--- src/include/ucft_params.svh ---
`ifndef UCFT_PARAMS_SVH
`define UCFT_PARAMS_SVH

// oversampling: last prescaler count and mid-bit sample point
`define UCFT_OS_LAST_NORMAL 4'hf
`define UCFT_OS_LAST_DOUBLE 4'h7
`define UCFT_OS_MID_NORMAL 4'h7
`define UCFT_OS_MID_DOUBLE 4'h3

// frame format field positions and codes
`define UCFT_PARITY_ON_BIT 1
`define UCFT_PARITY_ODD_BIT 0
`define UCFT_SIZE_NINE 3'h7
`define UCFT_DATA_MAX 9

// reset values
`define UCFT_RST_LINE 1'b1
`define UCFT_RST_OE_N 1'b1
`define UCFT_RST_BUF_EMPTY 1'b1
`define UCFT_RST_BAUD 12'h000

// edge-detect latency of the external transfer clock, in system clocks
`define UCFT_SYNC_DELAY 2

`endif

--- src/include/ucft_pkg.sv ---
package ucft_pkg;

    typedef enum logic [2:0] {
        TX_IDLE = 3'b000,
        TX_START = 3'b001,
        TX_DATA = 3'b010,
        TX_PARITY = 3'b011,
        TX_STOP1 = 3'b100,
        TX_STOP2 = 3'b101
    } ucft_tx_e;

    typedef enum logic [2:0] {
        RX_IDLE = 3'b000,
        RX_START = 3'b001,
        RX_DATA = 3'b010,
        RX_PARITY = 3'b011,
        RX_STOP = 3'b100
    } ucft_rx_e;

    typedef struct packed {
        logic sync_mode_sel;
        logic double_speed_sel;
        logic clock_polarity_sel;
        logic clock_pin_direction;
        logic [2:0] char_size_field;
        logic [1:0] parity_mode_field;
        logic stop_bits_sel;
        logic tx_enable;
        logic rx_enable;
        logic [11:0] baud_divisor;
    } ucft_cfg_s;

    typedef struct packed {
        logic s1;
        logic s2;
        logic s3;
    } ucft_sync_s;

    typedef struct packed {
        logic [11:0] baud_cnt;
        logic [3:0] presc;
        logic xck;
        logic xck_oe_n;
        logic [8:0] tx_buf;
        logic buf_empty;
        ucft_tx_e tx_state;
        logic [8:0] tx_sh;
        logic [3:0] tx_cnt;
        logic tx_par;
        logic txd;
        logic pin_out;
        logic pin_oe_n;
        logic tx_complete;
        ucft_rx_e rx_state;
        logic [3:0] rx_os;
        logic [3:0] rx_cnt;
        logic [8:0] rx_sh;
        logic [8:0] rx_data;
        logic rx_complete;
        logic frame_error;
    } ucft_state_s;

endpackage

--- src/rtl/ucft_top.sv ---
`timescale 1ns/1ps
`include "ucft_params.svh"

// What this block does
// - async double speed divides baud ticks by 8 rather than 16.
// - async double speed receiver uses 8 samples per bit, not 16.
// - double speed takes effect only in asynchronous mode; sync mode masks the select bit, so it may stay set.
// - slave transfer clock goes through synchroniser and edge detector, two clocks late.
// - sync mode uses transfer clock pin as input for slave, output for master.
// - polarity clear: data changes on rising, sampled on falling; set swaps.
// - all 30 formats: 5 to 9 data bits, none/even/odd parity, 1 or 2 stops.
// - frame order: start, data LSB first, optional parity, stop bits.
// - after a frame, next frame follows at once or line idles high.
// - transmitter and receiver share one frame format setting.
// - receiver checks only the first stop bit; frame error when it reads zero.
// - parity is xor of data bits, inverted for odd parity.
// - char size field is 3 bits, parity field 2 bits, one stop select bit.
// - transmit enable hands serial out pin from port logic to transmitter.
// - transmitter enabled in sync master mode drives the transfer clock pin.
// - a write to the data buffer loads the transmit buffer and starts sending.
// - buffer moves to shifter when idle or right after the last stop bit.
// - shifter sends at baud divisor/double-speed rate or transfer clock rate.
// - below eight data bits, unused upper written bits are dropped.
// - baud down-counter reloads at zero or on low divisor write, ticking at zero.
// - baud divisor is 12 bits, 0 to 4095.
// - in sync mode the clock pin direction picks master or slave.
// - size code 7 selects 9 bits; ninth bit comes from a separate control bit.
module ucft_top (
    // clock and reset
    input logic CLK_IN,
    input logic RESET_N_IN,
    // configuration, shared by both directions
    input ucft_pkg::ucft_cfg_s CFG_IN,
    input logic BAUD_LOW_WRITE_IN,
    // transmit data
    input logic DATA_WRITE_IN,
    input logic [7:0] DATA_IN,
    input logic NINTH_TX_BIT_IN,
    input logic TX_COMPLETE_CLEAR_IN,
    // receive data handshake
    input logic RX_READ_IN,
    // general port control of the serial out pin
    input logic PORT_DATA_IN,
    input logic PORT_OE_N_IN,
    // pins
    input logic SERIAL_IN_PIN_IN,
    input logic TRANSFER_CLOCK_PIN_IN,
    output logic SERIAL_OUT_PIN_OUT,
    output logic SERIAL_OUT_PIN_OE_N_OUT,
    output logic TRANSFER_CLOCK_PIN_OUT,
    output logic TRANSFER_CLOCK_PIN_OE_N_OUT,
    // status
    output logic TX_BUFFER_EMPTY_FLAG_OUT,
    output logic TX_COMPLETE_FLAG_OUT,
    output logic RX_COMPLETE_FLAG_OUT,
    output logic FRAME_ERROR_OUT,
    output logic [8:0] RX_DATA_OUT
);
    import ucft_pkg::*;

    localparam ucft_state_s RST_STATE = '{
        baud_cnt: `UCFT_RST_BAUD, presc: 4'h0, xck: 1'b0, xck_oe_n: `UCFT_RST_OE_N,
        tx_buf: 9'h000, buf_empty: `UCFT_RST_BUF_EMPTY, tx_state: TX_IDLE,
        tx_sh: 9'h000, tx_cnt: 4'h0, tx_par: 1'b0, txd: `UCFT_RST_LINE,
        pin_out: `UCFT_RST_LINE, pin_oe_n: `UCFT_RST_OE_N, tx_complete: 1'b0,
        rx_state: RX_IDLE, rx_os: 4'h0, rx_cnt: 4'h0, rx_sh: 9'h000,
        rx_data: 9'h000, rx_complete: 1'b0, frame_error: 1'b0};

    ucft_state_s st;
    ucft_state_s next_st;

    logic xck_level;
    logic xck_rise;
    logic xck_fall;
    logic rx_level;

    logic sync_mode;
    logic master;
    logic double_speed;
    logic [3:0] os_last;
    logic [3:0] os_mid;
    logic [3:0] nbits;
    logic baud_tick;
    logic clk_rise;
    logic clk_fall;
    logic change_edge;
    logic sample_edge;
    logic tx_tick;
    logic rx_sample;
    logic tx_owned;
    logic [8:0] wr_word;

    // slave transfer clock and serial input both cross from the pins
    ucft_sync_edge u_xck_sync (
        .clk(CLK_IN),
        .rst_n(RESET_N_IN),
        .pin_in(TRANSFER_CLOCK_PIN_IN),
        .level_out(xck_level),
        .rise_out(xck_rise),
        .fall_out(xck_fall)
    );

    ucft_sync_edge u_rx_sync (
        .clk(CLK_IN),
        .rst_n(RESET_N_IN),
        .pin_in(SERIAL_IN_PIN_IN),
        .level_out(rx_level),
        .rise_out(),
        .fall_out()
    );

    function automatic logic [3:0] data_bits(input logic [2:0] size);
        case (size)
            3'h0: data_bits = 4'h5;
            3'h1: data_bits = 4'h6;
            3'h2: data_bits = 4'h7;
            `UCFT_SIZE_NINE: data_bits = 4'h9;
            default: data_bits = 4'h8;
        endcase
    endfunction

    // reserved size codes fall back to eight bits
    function automatic logic [8:0] trim(input logic [8:0] word, input logic [3:0] n);
        logic [8:0] m;
        m = 9'h000;
        for (int i = 0; i < `UCFT_DATA_MAX; i++) begin
            m[i] = (4'(i) < n);
        end
        trim = word & m;
    endfunction

    always_comb begin
        next_st = st;
        sync_mode = CFG_IN.sync_mode_sel;
        master = sync_mode & CFG_IN.clock_pin_direction;
        double_speed = CFG_IN.double_speed_sel & ~sync_mode;
        os_last = double_speed ? `UCFT_OS_LAST_DOUBLE : `UCFT_OS_LAST_NORMAL;
        os_mid = double_speed ? `UCFT_OS_MID_DOUBLE : `UCFT_OS_MID_NORMAL;
        nbits = data_bits(CFG_IN.char_size_field);
        wr_word = trim({NINTH_TX_BIT_IN, DATA_IN}, nbits);

        // baud generator
        baud_tick = (st.baud_cnt == 12'h000);
        if (baud_tick || BAUD_LOW_WRITE_IN) begin
            next_st.baud_cnt = CFG_IN.baud_divisor;
        end else begin
            next_st.baud_cnt = st.baud_cnt - 12'h001;
        end
        if (baud_tick) begin
            next_st.presc = (st.presc >= os_last) ? 4'h0 : st.presc + 4'h1;
        end

        // master clock is baud tick halved; slave clock comes from the pin
        if (master && baud_tick) begin
            next_st.xck = ~st.xck;
        end else if (!master) begin
            next_st.xck = CFG_IN.clock_polarity_sel;
        end
        next_st.xck_oe_n = ~(master & (CFG_IN.tx_enable | CFG_IN.rx_enable));
        clk_rise = master ? (baud_tick & ~st.xck) : xck_rise;
        clk_fall = master ? (baud_tick & st.xck) : xck_fall;
        change_edge = CFG_IN.clock_polarity_sel ? clk_fall : clk_rise;
        sample_edge = CFG_IN.clock_polarity_sel ? clk_rise : clk_fall;
        // equality, so a speed switch with the prescaler past the end gives no short bit
        tx_tick = sync_mode ? change_edge : (baud_tick && st.presc == os_last);

        // transmitter
        next_st.tx_par = st.tx_par;
        case (st.tx_state)
            TX_IDLE: begin
                if (tx_tick && CFG_IN.tx_enable && !st.buf_empty) begin
                    next_st.tx_state = TX_START;
                end
            end
            TX_START: begin
                if (tx_tick) begin
                    next_st.tx_state = TX_DATA;
                    next_st.tx_cnt = 4'h0;
                    next_st.txd = st.tx_sh[0];
                    next_st.tx_sh = {1'b0, st.tx_sh[8:1]};
                end
            end
            TX_DATA: begin
                if (tx_tick && st.tx_cnt == nbits - 4'h1) begin
                    if (CFG_IN.parity_mode_field[`UCFT_PARITY_ON_BIT]) begin
                        next_st.tx_state = TX_PARITY;
                        next_st.txd = st.tx_par;
                    end else begin
                        next_st.tx_state = TX_STOP1;
                        next_st.txd = 1'b1;
                    end
                end else if (tx_tick) begin
                    next_st.tx_cnt = st.tx_cnt + 4'h1;
                    next_st.txd = st.tx_sh[0];
                    next_st.tx_sh = {1'b0, st.tx_sh[8:1]};
                end
            end
            TX_PARITY: begin
                if (tx_tick) begin
                    next_st.tx_state = TX_STOP1;
                    next_st.txd = 1'b1;
                end
            end
            TX_STOP1: begin
                if (tx_tick && CFG_IN.stop_bits_sel) begin
                    next_st.tx_state = TX_STOP2;
                end else if (tx_tick) begin
                    next_st.tx_state = st.buf_empty ? TX_IDLE : TX_START;
                end
            end
            TX_STOP2: begin
                if (tx_tick) begin
                    next_st.tx_state = st.buf_empty ? TX_IDLE : TX_START;
                end
            end
            default: begin
                next_st.tx_state = TX_IDLE;
            end
        endcase

        // a fresh start bit always loads the shifter from the buffer
        if (next_st.tx_state == TX_START && st.tx_state != TX_START) begin
            next_st.tx_sh = st.tx_buf;
            next_st.tx_par = (^st.tx_buf) ^ CFG_IN.parity_mode_field[`UCFT_PARITY_ODD_BIT];
            next_st.txd = 1'b0;
            next_st.buf_empty = 1'b1;
        end else if (next_st.tx_state == TX_IDLE) begin
            next_st.txd = `UCFT_RST_LINE;
        end
        // a write in the load cycle refills the buffer behind the shifter
        if (DATA_WRITE_IN) begin
            next_st.tx_buf = wr_word;
            next_st.buf_empty = 1'b0;
        end
        // set wins over a clear arriving in the same cycle
        next_st.tx_complete = (st.tx_complete & ~TX_COMPLETE_CLEAR_IN)
            | ((st.tx_state != TX_IDLE) & (next_st.tx_state == TX_IDLE));

        // disabling waits for the frame in flight, and any buffered frame behind it, to finish
        tx_owned = CFG_IN.tx_enable | (st.tx_state != TX_IDLE);
        next_st.pin_out = tx_owned ? next_st.txd : PORT_DATA_IN;
        next_st.pin_oe_n = tx_owned ? 1'b0 : PORT_OE_N_IN;

        // receiver: async mid-bit sampling, sync on the sampling edge
        if (baud_tick && st.rx_state != RX_IDLE) begin
            next_st.rx_os = (st.rx_os >= os_last) ? 4'h0 : st.rx_os + 4'h1;
        end
        rx_sample = sync_mode ? sample_edge : (baud_tick && st.rx_os == os_mid);
        case (st.rx_state)
            RX_IDLE: begin
                next_st.rx_os = 4'h0;
                next_st.rx_cnt = 4'h0;
                if (CFG_IN.rx_enable && !rx_level) begin
                    if (!sync_mode) begin
                        next_st.rx_state = RX_START;
                    end else if (sample_edge) begin
                        next_st.rx_state = RX_DATA;
                    end
                end
            end
            RX_START: begin
                if (rx_sample) begin
                    next_st.rx_state = rx_level ? RX_IDLE : RX_DATA;
                end
            end
            RX_DATA: begin
                if (rx_sample) begin
                    next_st.rx_sh[st.rx_cnt] = rx_level;
                    next_st.rx_cnt = st.rx_cnt + 4'h1;
                    if (st.rx_cnt == nbits - 4'h1) begin
                        next_st.rx_state = CFG_IN.parity_mode_field[`UCFT_PARITY_ON_BIT] ?
                            RX_PARITY : RX_STOP;
                    end
                end
            end
            RX_PARITY: begin
                if (rx_sample) begin
                    next_st.rx_state = RX_STOP;
                end
            end
            RX_STOP: begin
                if (rx_sample) begin
                    next_st.rx_state = RX_IDLE;
                    next_st.rx_data = trim(st.rx_sh, nbits);
                    next_st.frame_error = ~rx_level;
                end
            end
            default: begin
                next_st.rx_state = RX_IDLE;
            end
        endcase
        if (!sync_mode && !CFG_IN.rx_enable) begin
            next_st.rx_state = RX_IDLE;
        end
        next_st.rx_complete = (st.rx_complete & ~RX_READ_IN)
            | ((st.rx_state == RX_STOP) & rx_sample);
    end

    always_ff @(posedge CLK_IN or negedge RESET_N_IN) begin
        if (!RESET_N_IN) begin
            st <= RST_STATE;
        end else begin
            st <= next_st;
        end
    end

    assign SERIAL_OUT_PIN_OUT = st.pin_out;
    assign SERIAL_OUT_PIN_OE_N_OUT = st.pin_oe_n;
    assign TRANSFER_CLOCK_PIN_OUT = st.xck;
    assign TRANSFER_CLOCK_PIN_OE_N_OUT = st.xck_oe_n;
    assign TX_BUFFER_EMPTY_FLAG_OUT = st.buf_empty;
    assign TX_COMPLETE_FLAG_OUT = st.tx_complete;
    assign RX_COMPLETE_FLAG_OUT = st.rx_complete;
    assign FRAME_ERROR_OUT = st.frame_error;
    assign RX_DATA_OUT = st.rx_data;
endmodule

--- src/rtl/ucft_sync_edge.sv ---
`timescale 1ns/1ps
`include "ucft_params.svh"

module ucft_sync_edge (
    // clock and reset
    input logic clk,
    input logic rst_n,
    // asynchronous pin
    input logic pin_in,
    // synchronised level and edge pulses
    output logic level_out,
    output logic rise_out,
    output logic fall_out
);
    import ucft_pkg::*;

    ucft_sync_s st;
    ucft_sync_s next_st;

    always_comb begin
        next_st = st;
        next_st.s1 = pin_in;
        next_st.s2 = st.s1;
        next_st.s3 = st.s2;
    end

    always_ff @(posedge clk or negedge rst_n) begin
        if (!rst_n) begin
            st <= '0;
        end else begin
            st <= next_st;
        end
    end

    // edges are seen two clocks after the pin moves
    assign level_out = st.s2;
    assign rise_out = st.s2 & ~st.s3;
    assign fall_out = ~st.s2 & st.s3;
endmodule

--- config.mk ---
export PLATFORM = sky130hd
export DESIGN_NAME = ucft_top
export DESIGN_NICKNAME = d
export VERILOG_FILES = /design/src/include/ucft_pkg.sv /design/src/rtl/ucft_top.sv /design/src/rtl/ucft_sync_edge.sv
export VERILOG_INCLUDE_DIRS = /design/src /design/src/include
export SDC_FILE = /design/constraint.sdc
export NUM_CORES = 1
export LEC_CHECK = 0
export BUFFER_PORTS_ARGS = -buffer_cell sky130_fd_sc_hd__buf_2
export CORE_ASPECT_RATIO = 1.1
export CORE_MARGIN = 1.5
export CORE_UTILIZATION = 39
export DETAILED_ROUTE_END_ITERATION = 10
export HOLD_SLACK_MARGIN = 0.05
export PLACE_DENSITY_LB_ADDON = 0.15
export SYNTH_ARGS = -nofsm -noshare
export SYNTH_HDL_FRONTEND = slang
export SYNTH_SLANG_ARGS = --single-unit
--- constraint.sdc ---
create_clock -name CLK_IN -period 4.25 [get_ports CLK_IN]
set_input_delay 0.6375 -clock CLK_IN [delete_from_list [all_inputs] [get_ports CLK_IN]]
set_output_delay 0.6375 -clock CLK_IN [all_outputs]
set_load 0.05 [all_outputs]
==> results of run 1 <==
-- cells by family (layout without fill, tap and decap cells) --
family                     after synthesis  in the layout  synth area share
AOI/OAI and AO/OA                      114            114             0.172
xor gates and xnor gates                25             25            0.0468
adders and majority gates               13             13            0.0348
buffers and inverters                   60            109            0.0554
DFF                                     85             85             0.456
muxes                                   23             23            0.0538
and+or+nand+nor                        153            153             0.181
-- per-layer routing --
layer  share of wire  track usage  wire (um)  vias to the layer above
met4           0.013       0.0518        134                        0
met2            0.47        0.261       4710                       58
met3           0.035       0.0354        351                       10
li1                -            -          -                     1783
met1            0.48        0.237       4880                     1702
met5               0            0          0                        -
-- worst paths after layout --
check	endpoint	slack (ns)	depth (start not counted)
hold reg to reg	u_rx_sync.level_out	0.35	0
min in group asynchronous	RX_COMPLETE_FLAG_OUT	0.50	1
setup reg to reg	flip-flop	0.78	9
max in group asynchronous	st[68]	3.08	1
setup / recovery	flip-flop	0.78	9
hold / removal	u_rx_sync.level_out	0.35	0
-- synthesized netlist by cell type (all sizes together) (2+ instances only) --
master,count,area share
xor2,4,0.0075
o41a,2,0.0048
o211ai,5,0.0080
nor2b,8,0.011
a32o,2,0.0043
o21ai,31,0.034
o21a,9,0.015
o311ai,3,0.0056
ha,13,0.035
nor3b,7,0.011
dfstp,5,0.028
clkbuf,19,0.015
inv,32,0.026
nand3b,6,0.0096
nor2,31,0.025
o32a,7,0.015
and3,2,0.0027
nor4b,2,0.0064
a21oi,25,0.027
or3b,2,0.0037
or3,5,0.0078
nand4,5,0.0067
or4,2,0.0032
nor4,7,0.011
mux2,17,0.041
a31oi,3,0.0040
mux2i,6,0.013
nor3,17,0.018
o41ai,5,0.015
nand2,30,0.024
o31ai,5,0.0080
nand2b,5,0.0067
or4b,2,0.0059
buf,9,0.014
xnor2,21,0.039
nand3,18,0.022
dfrtp,80,0.43
a21o,4,0.0064
o22a,2,0.0037
-- cell type report --
type	count	area share
clock buffer	11	0.0473
clock inverter	4	0.00889
inverter	32	0.0225
multi-input combinational	328	0.427
sequential	85	0.399
tap	150	0.0351
timing repair buffer	62	0.0599
-- through the flow --
stage	worst slack [ns]	std cells	hold WS (ns)	power (mW)	utilization
2_1_floorplan	0.910	473	0.331	1.96	-
3_3_place_gp	0.759	657	0.336	2.15	0.435
3_5_place_dp	0.608	657	0.340	2.16	0.435
4_1_cts	0.744	672	0.353	2.96	0.461
5_1_grt	0.530	672	0.365	3.12	0.461
6_report	0.777	672	0.349	2.94	0.461
-- power by group through the flow --
stage	Clock (mW)	Sequential [mW]	Combinational (mW)
after floorplan	0	1.17	0.788
after global placement	0	1.14	1.00
after detailed placement	0	1.15	1.01
after CTS	0.813	1.14	1.02
after global routing	0.855	1.16	1.11
final	0.791	1.14	1.01
-- worst reg2reg max path: stages, from the launching register on --
cell and delay, ns:
dfrtp_1 0.39, inv_1 0.11, ha_1 0.15, or4b_4 0.49
nor3_1 0.48, a311o_1 0.30, nor4b_2 0.50, nand2_1 0.25
nor3b_1 0.32, mux2_2 0.37
==> impl_metrics.csv, run 1 <==
group,metric,value,unit
run_status,status,"complete, no violations",
critical_path,endpoint_kind,"flip-flop",
yosys,synth-seq-cells,85,
clock_network,clock-sinks,85,
floorplan,rows,41,
floorplan,start_util,0.403,
global_routing,grt_antenna_before_repair,0,
final_layout,fillCellCount,1124,
critical_path,crit_buf_inv,1,
pwr,power.density,549,nW/um2
drt,ant_nets,0,
sta,grt_setup_unrepaired,"no",
clock_network,cts_setup_buffers,0,
critical_path,critPathMaxFanout,7,
critical_path,critPathTopFamily,"simple AND/OR/NAND/NOR gates",
yosys,synthArstFlopShare,1.00,
flow_run,maxCapViolCount,0,
final_layout,fin_nets,574,
place,placed_area,5050,um2
global_routing,overflow,0,
floorplan,io_pins,60,
clock_network,clkLatencyLatePin,0.34,ns
drt,wl_per_cell,15.0,um
clock_network,h-tree-depth,3,
floorplan,dieArea,12700,um2
floorplan,die_w,107,um
critical_path,cp.required,4.47,ns
final_layout,final_common_cell,"dfrtp_1",
critical_path,path_cells,"inv_1 > ha_1 > or4b_4 > nor3_1 > a311o_1 > nor4b_2 > nand2_1 > nor3b_1 > mux2_2",
final_layout,area_delta_synth_final,14.3,%
global_routing,grt_pass1_wl,17000,um
global_routing,grt_max_degree,86,
global_routing,grt_use_total,0.169,
floorplan,fp.dieH,118,um
sta,worst_pin_slew,1.15,ns
drt,drc,0,
clock_network,cts_buffers,9,
clock_network,cts_tree,"done",
pwr,power_frac_seq,0.387,
final_layout,diodes,0,
pwr,vdd_drop_max,235,uV
pwr,p_int,1.85,mW
final_layout,multi_input_area,2280,um2
pwr,clock_power_share,0.269,
yosys,synth.avg_cell_area,9.89,um2
sta,fin_setup_tns,0,ns
final_layout,area.sequential,2130,um2
drt,drt-initial-drc-count,193,
pwr,power_frac_comb,0.344,
sta,setup_viol,0,
yosys,syn_area,4680,um2
drt,routed-via-count,3553,
yosys,synth-seq-area-share,0.456,
critical_path,slowest_delay,0.50,ns
final_layout,final_cell_mix,"dfrtp_1, buf_2, inv_1, nor2_1, nand2_1",
drt,via_per_inst,5.29,
yosys,synth_edf_count,0,
critical_path,critical_path.startpoint,"st[68]",
yosys,synth_cell_types,63,
global_routing,grt_pass1_vias,3440,
pwr,switching_share,0.369,
clock_network,hold_buffers,0,
final_layout,fin_area,5350,um2
sta,hold_viol_final,0,
place,dp_hpwl,7210,um
yosys,ys.flop_type,"dfrtp_1",
place,io_buffers,59,
final_layout,layout-drive-gt1-share,0.224,
pwr,p_leak,2.31,nW
yosys,synth.net_count,529,
sta,fin_crit_sh,0.817,
min_path,hold_start,"u_rx_sync.next_st[1]",
clock_network,cts_resized,0,
drt,dr.pass1.iters,4,
clock_network,clockBufferDepth,2,
critical_path,regToRegStartpoint,"st[68]",
clock_network,path_clk_slew,0.06,ns
clock_network,root_buffer,"clkbuf_16",
yosys,yosysWarnings,0,
sta,period_minus_slack,3.47,ns
yosys,syn_inst,473,
sta,relSlewSlack,0.229,
drt,routed_wl,10100,um
place,place_congestion,0.813,
floorplan,core,11600,um2
critical_path,cpMaxStageDelayCell,"nor4b_2",
critical_path,crit_type,"flip-flop to flip-flop",
critical_path,cp.arrival,3.69,ns
sta,final_max_slew_viol_count,0,
pwr,net-switching-power,1.08,mW
critical_path,critPathLaunchType,"flip-flop",
sta,clock.fmax,288,MHz
min_path,min_path_type,"flip-flop to flip-flop",
sta,finClkSkew,0.00648,ns
No activity file was read; power rests on OpenSTA's default activity.
==> run 2: changes to the inputs <==
- clock period: 4.25 -> 3.1 ns (I/O delays scaled with it)
==> run 2 against run 1 <==
Net effect: non-clock buffer count is 18 higher; register-to-register slack got worse by 0.65 ns; global-route usage grew 0.48 points; largest cell class unchanged; largest power group unchanged.
==> impl_metrics.csv, run 2 (synthesized netlist as in run 1, its figures left out) <==
group,metric,value,unit
run_status,status,"complete, no violations",
critical_path,rr_endpoint,"SERIAL_OUT_PIN_OUT",
clock_network,path_clk_slew,0.06,ns
pwr,switching_share,0.375,
critical_path,regToRegStartpoint,"st[68]",
place,dp_hpwl,7480,um
global_routing,overflow,0,
critical_path,endpoint_kind,"flip-flop",
drt,routed_wl,10400,um
drt,dr.pass1.iters,4,
global_routing,grt_pass1_wl,17600,um
drt,routed-via-count,3688,
critical_path,cp.required,3.39,ns
floorplan,rows,41,
floorplan,die_w,107,um
final_layout,area_delta_synth_final,19.1,%
final_layout,diodes,0,
drt,ant_nets,0,
floorplan,fp.dieH,118,um
sta,setup_viol,0,
critical_path,critPathLaunchType,"flip-flop",
pwr,net-switching-power,1.55,mW
flow_run,maxCapViolCount,0,
critical_path,rrSetupSlack,0.13,ns
drt,wl_per_cell,15.0,um
min_path,min_path_type,"input port to flip-flop",
final_layout,final_cell_mix,"dfrtp_1, buf_2, nor2_1",
sta,relSlewSlack,0.241,
clock_network,h-tree-depth,3,
min_path,hold_start,"SERIAL_IN_PIN_IN",
pwr,power_frac_seq,0.378,
pwr,clock_power_share,0.251,
critical_path,r2r_cells,10,
sta,worst_pin_slew,1.13,ns
min_path,min_path_cells,1,
clock_network,clock-sinks,85,
clock_network,cts_tree,"done",
min_path,hold_end,"u_rx_sync.next_st[1]",
floorplan,dieArea,12700,um2
critical_path,critPathMaxFanout,7,
pwr,power_frac_comb,0.370,
floorplan,core,11600,um2
sta,fin_crit_sh,0.959,
global_routing,grt_max_degree,86,
final_layout,layout-drive-gt1-share,0.257,
final_layout,fin_util,0.480,
clock_network,cts_buffers,9,
global_routing,grt_antenna_before_repair,0,
sta,hold_viol_final,0,
final_layout,fin_nets,592,
critical_path,cp.arrival,3.26,ns
critical_path,crit_type,"flip-flop to flip-flop",
clock_network,root_buffer,"clkbuf_16",
sta,fin_setup_tns,0,ns
sta,period_minus_slack,2.97,ns
pwr,p_int,2.59,mW
sta,final_max_slew_viol_count,0,
floorplan,start_util,0.403,
sta,grt_setup_unrepaired,"no",
sta,hold_slack,0.223,ns
final_layout,final_common_cell,"dfrtp_1",
clock_network,clkLatencyLatePin,0.34,ns
drt,drc,0,
place,io_buffers,59,
pwr,power.density,745,nW/um2
global_routing,grt_pass1_vias,3702,
drt,drt-initial-drc-count,147,
global_routing,grt_use_total,0.174,
floorplan,io_pins,60,
pwr,vdd_drop_max,322,uV
drt,via_per_inst,5.34,
sta,clock.fmax,337,MHz
sta,finClkSkew,0.00509,ns
place,place_congestion,0.848,
clock_network,clockBufferDepth,2,
pwr,p_leak,2.45,nW
run 2: changes by cell type in the layout (fill, tap and decap cells not counted), sizes merged:
cell	previous run	this run
clkinvlp	1	0
clkbuf	11	13
clkinv	2	1
buf	62	80
run 2: metal layers:
| layer | vias to the layer above | global-route usage | share of wire |
|---|---|---|---|
| met2 | 64 | 0.278 | 0.47 |
| li1 | 1828 | - | - |
| met5 | - | 0 | 0 |
| met4 | 0 | 0.0773 | 0.020 |
| met3 | 15 | 0.0321 | 0.035 |
| met1 | 1781 | 0.228 | 0.47 |
run 2: worst max path at each step:
| stage | start | end | slack (ns) | cells past startpoint |
|---|---|---|---|---|
| after CTS | st[69] | SERIAL_OUT_PIN_OUT | 0.003 | 10 |
| after global routing | st[68] | SERIAL_OUT_PIN_OUT | 0.01 | 10 |
| final | st[68] | SERIAL_OUT_PIN_OUT | 0.13 | 10 |
| after global placement | st[68] | st[45] | 0.09 | 10 |
| after detailed placement | st[69] | st[43] | -0.004 | 10 |
| after floorplan | CFG_IN[19] | st[44] | 0.000009 | 11 |
run 2: cell type report:
| cell class | count | area (um2) |
|---|---|---|
| multi-input combinational | 328 | 2400 |
| fill | 1130 | 6020 |
| inverter | 32 | 120 |
| clock buffer | 13 | 240 |
| sequential | 85 | 2130 |
| timing repair buffer | 80 | 455 |
| clock inverter | 2 | 35.0 |
| tap | 150 | 188 |
run 2: per-stage QoR:
stage          cells  power [mW]  setup WS (ns)  cell area, um2
4_1_cts          690        4.13        0.00324            5480
6_report         690        4.15          0.128            5570
3_5_place_dp     675        3.07       -0.00382            5190
5_1_grt          690        4.40         0.0119            5570
3_3_place_gp     675        3.03         0.0902            5190
2_1_floorplan    473        2.70     0.00000866            4690
run 2: what timing repair did:
action	4_1_cts	5_1_grt
endpoints found under the setup margin	8	23
setup buffers	0	0
resized for setup	2	14
hold buffers	0	0
hold endpoints to repair	0	0
pin swaps	0	4
run 2: critical path: stages, from the launching register on:
cell and delay, ns:
dfrtp_1 0.39, inv_1 0.08, ha_1 0.13, or4b_4 0.53, or3_4 0.37, o21a_4 0.25
or4b_4 0.55, nand3_4 0.11, inv_2 0.08, o32ai_4 0.28, o21a_1 0.15
run 2: power by group through the flow:
stage	sequential, mW	combinational, mW	clock [mW]
4_1_cts	1.57	1.50	1.07
2_1_floorplan	1.60	1.10	0
5_1_grt	1.60	1.69	1.11
3_3_place_gp	1.58	1.45	0
6_report	1.57	1.54	1.04
3_5_place_dp	1.58	1.49	0
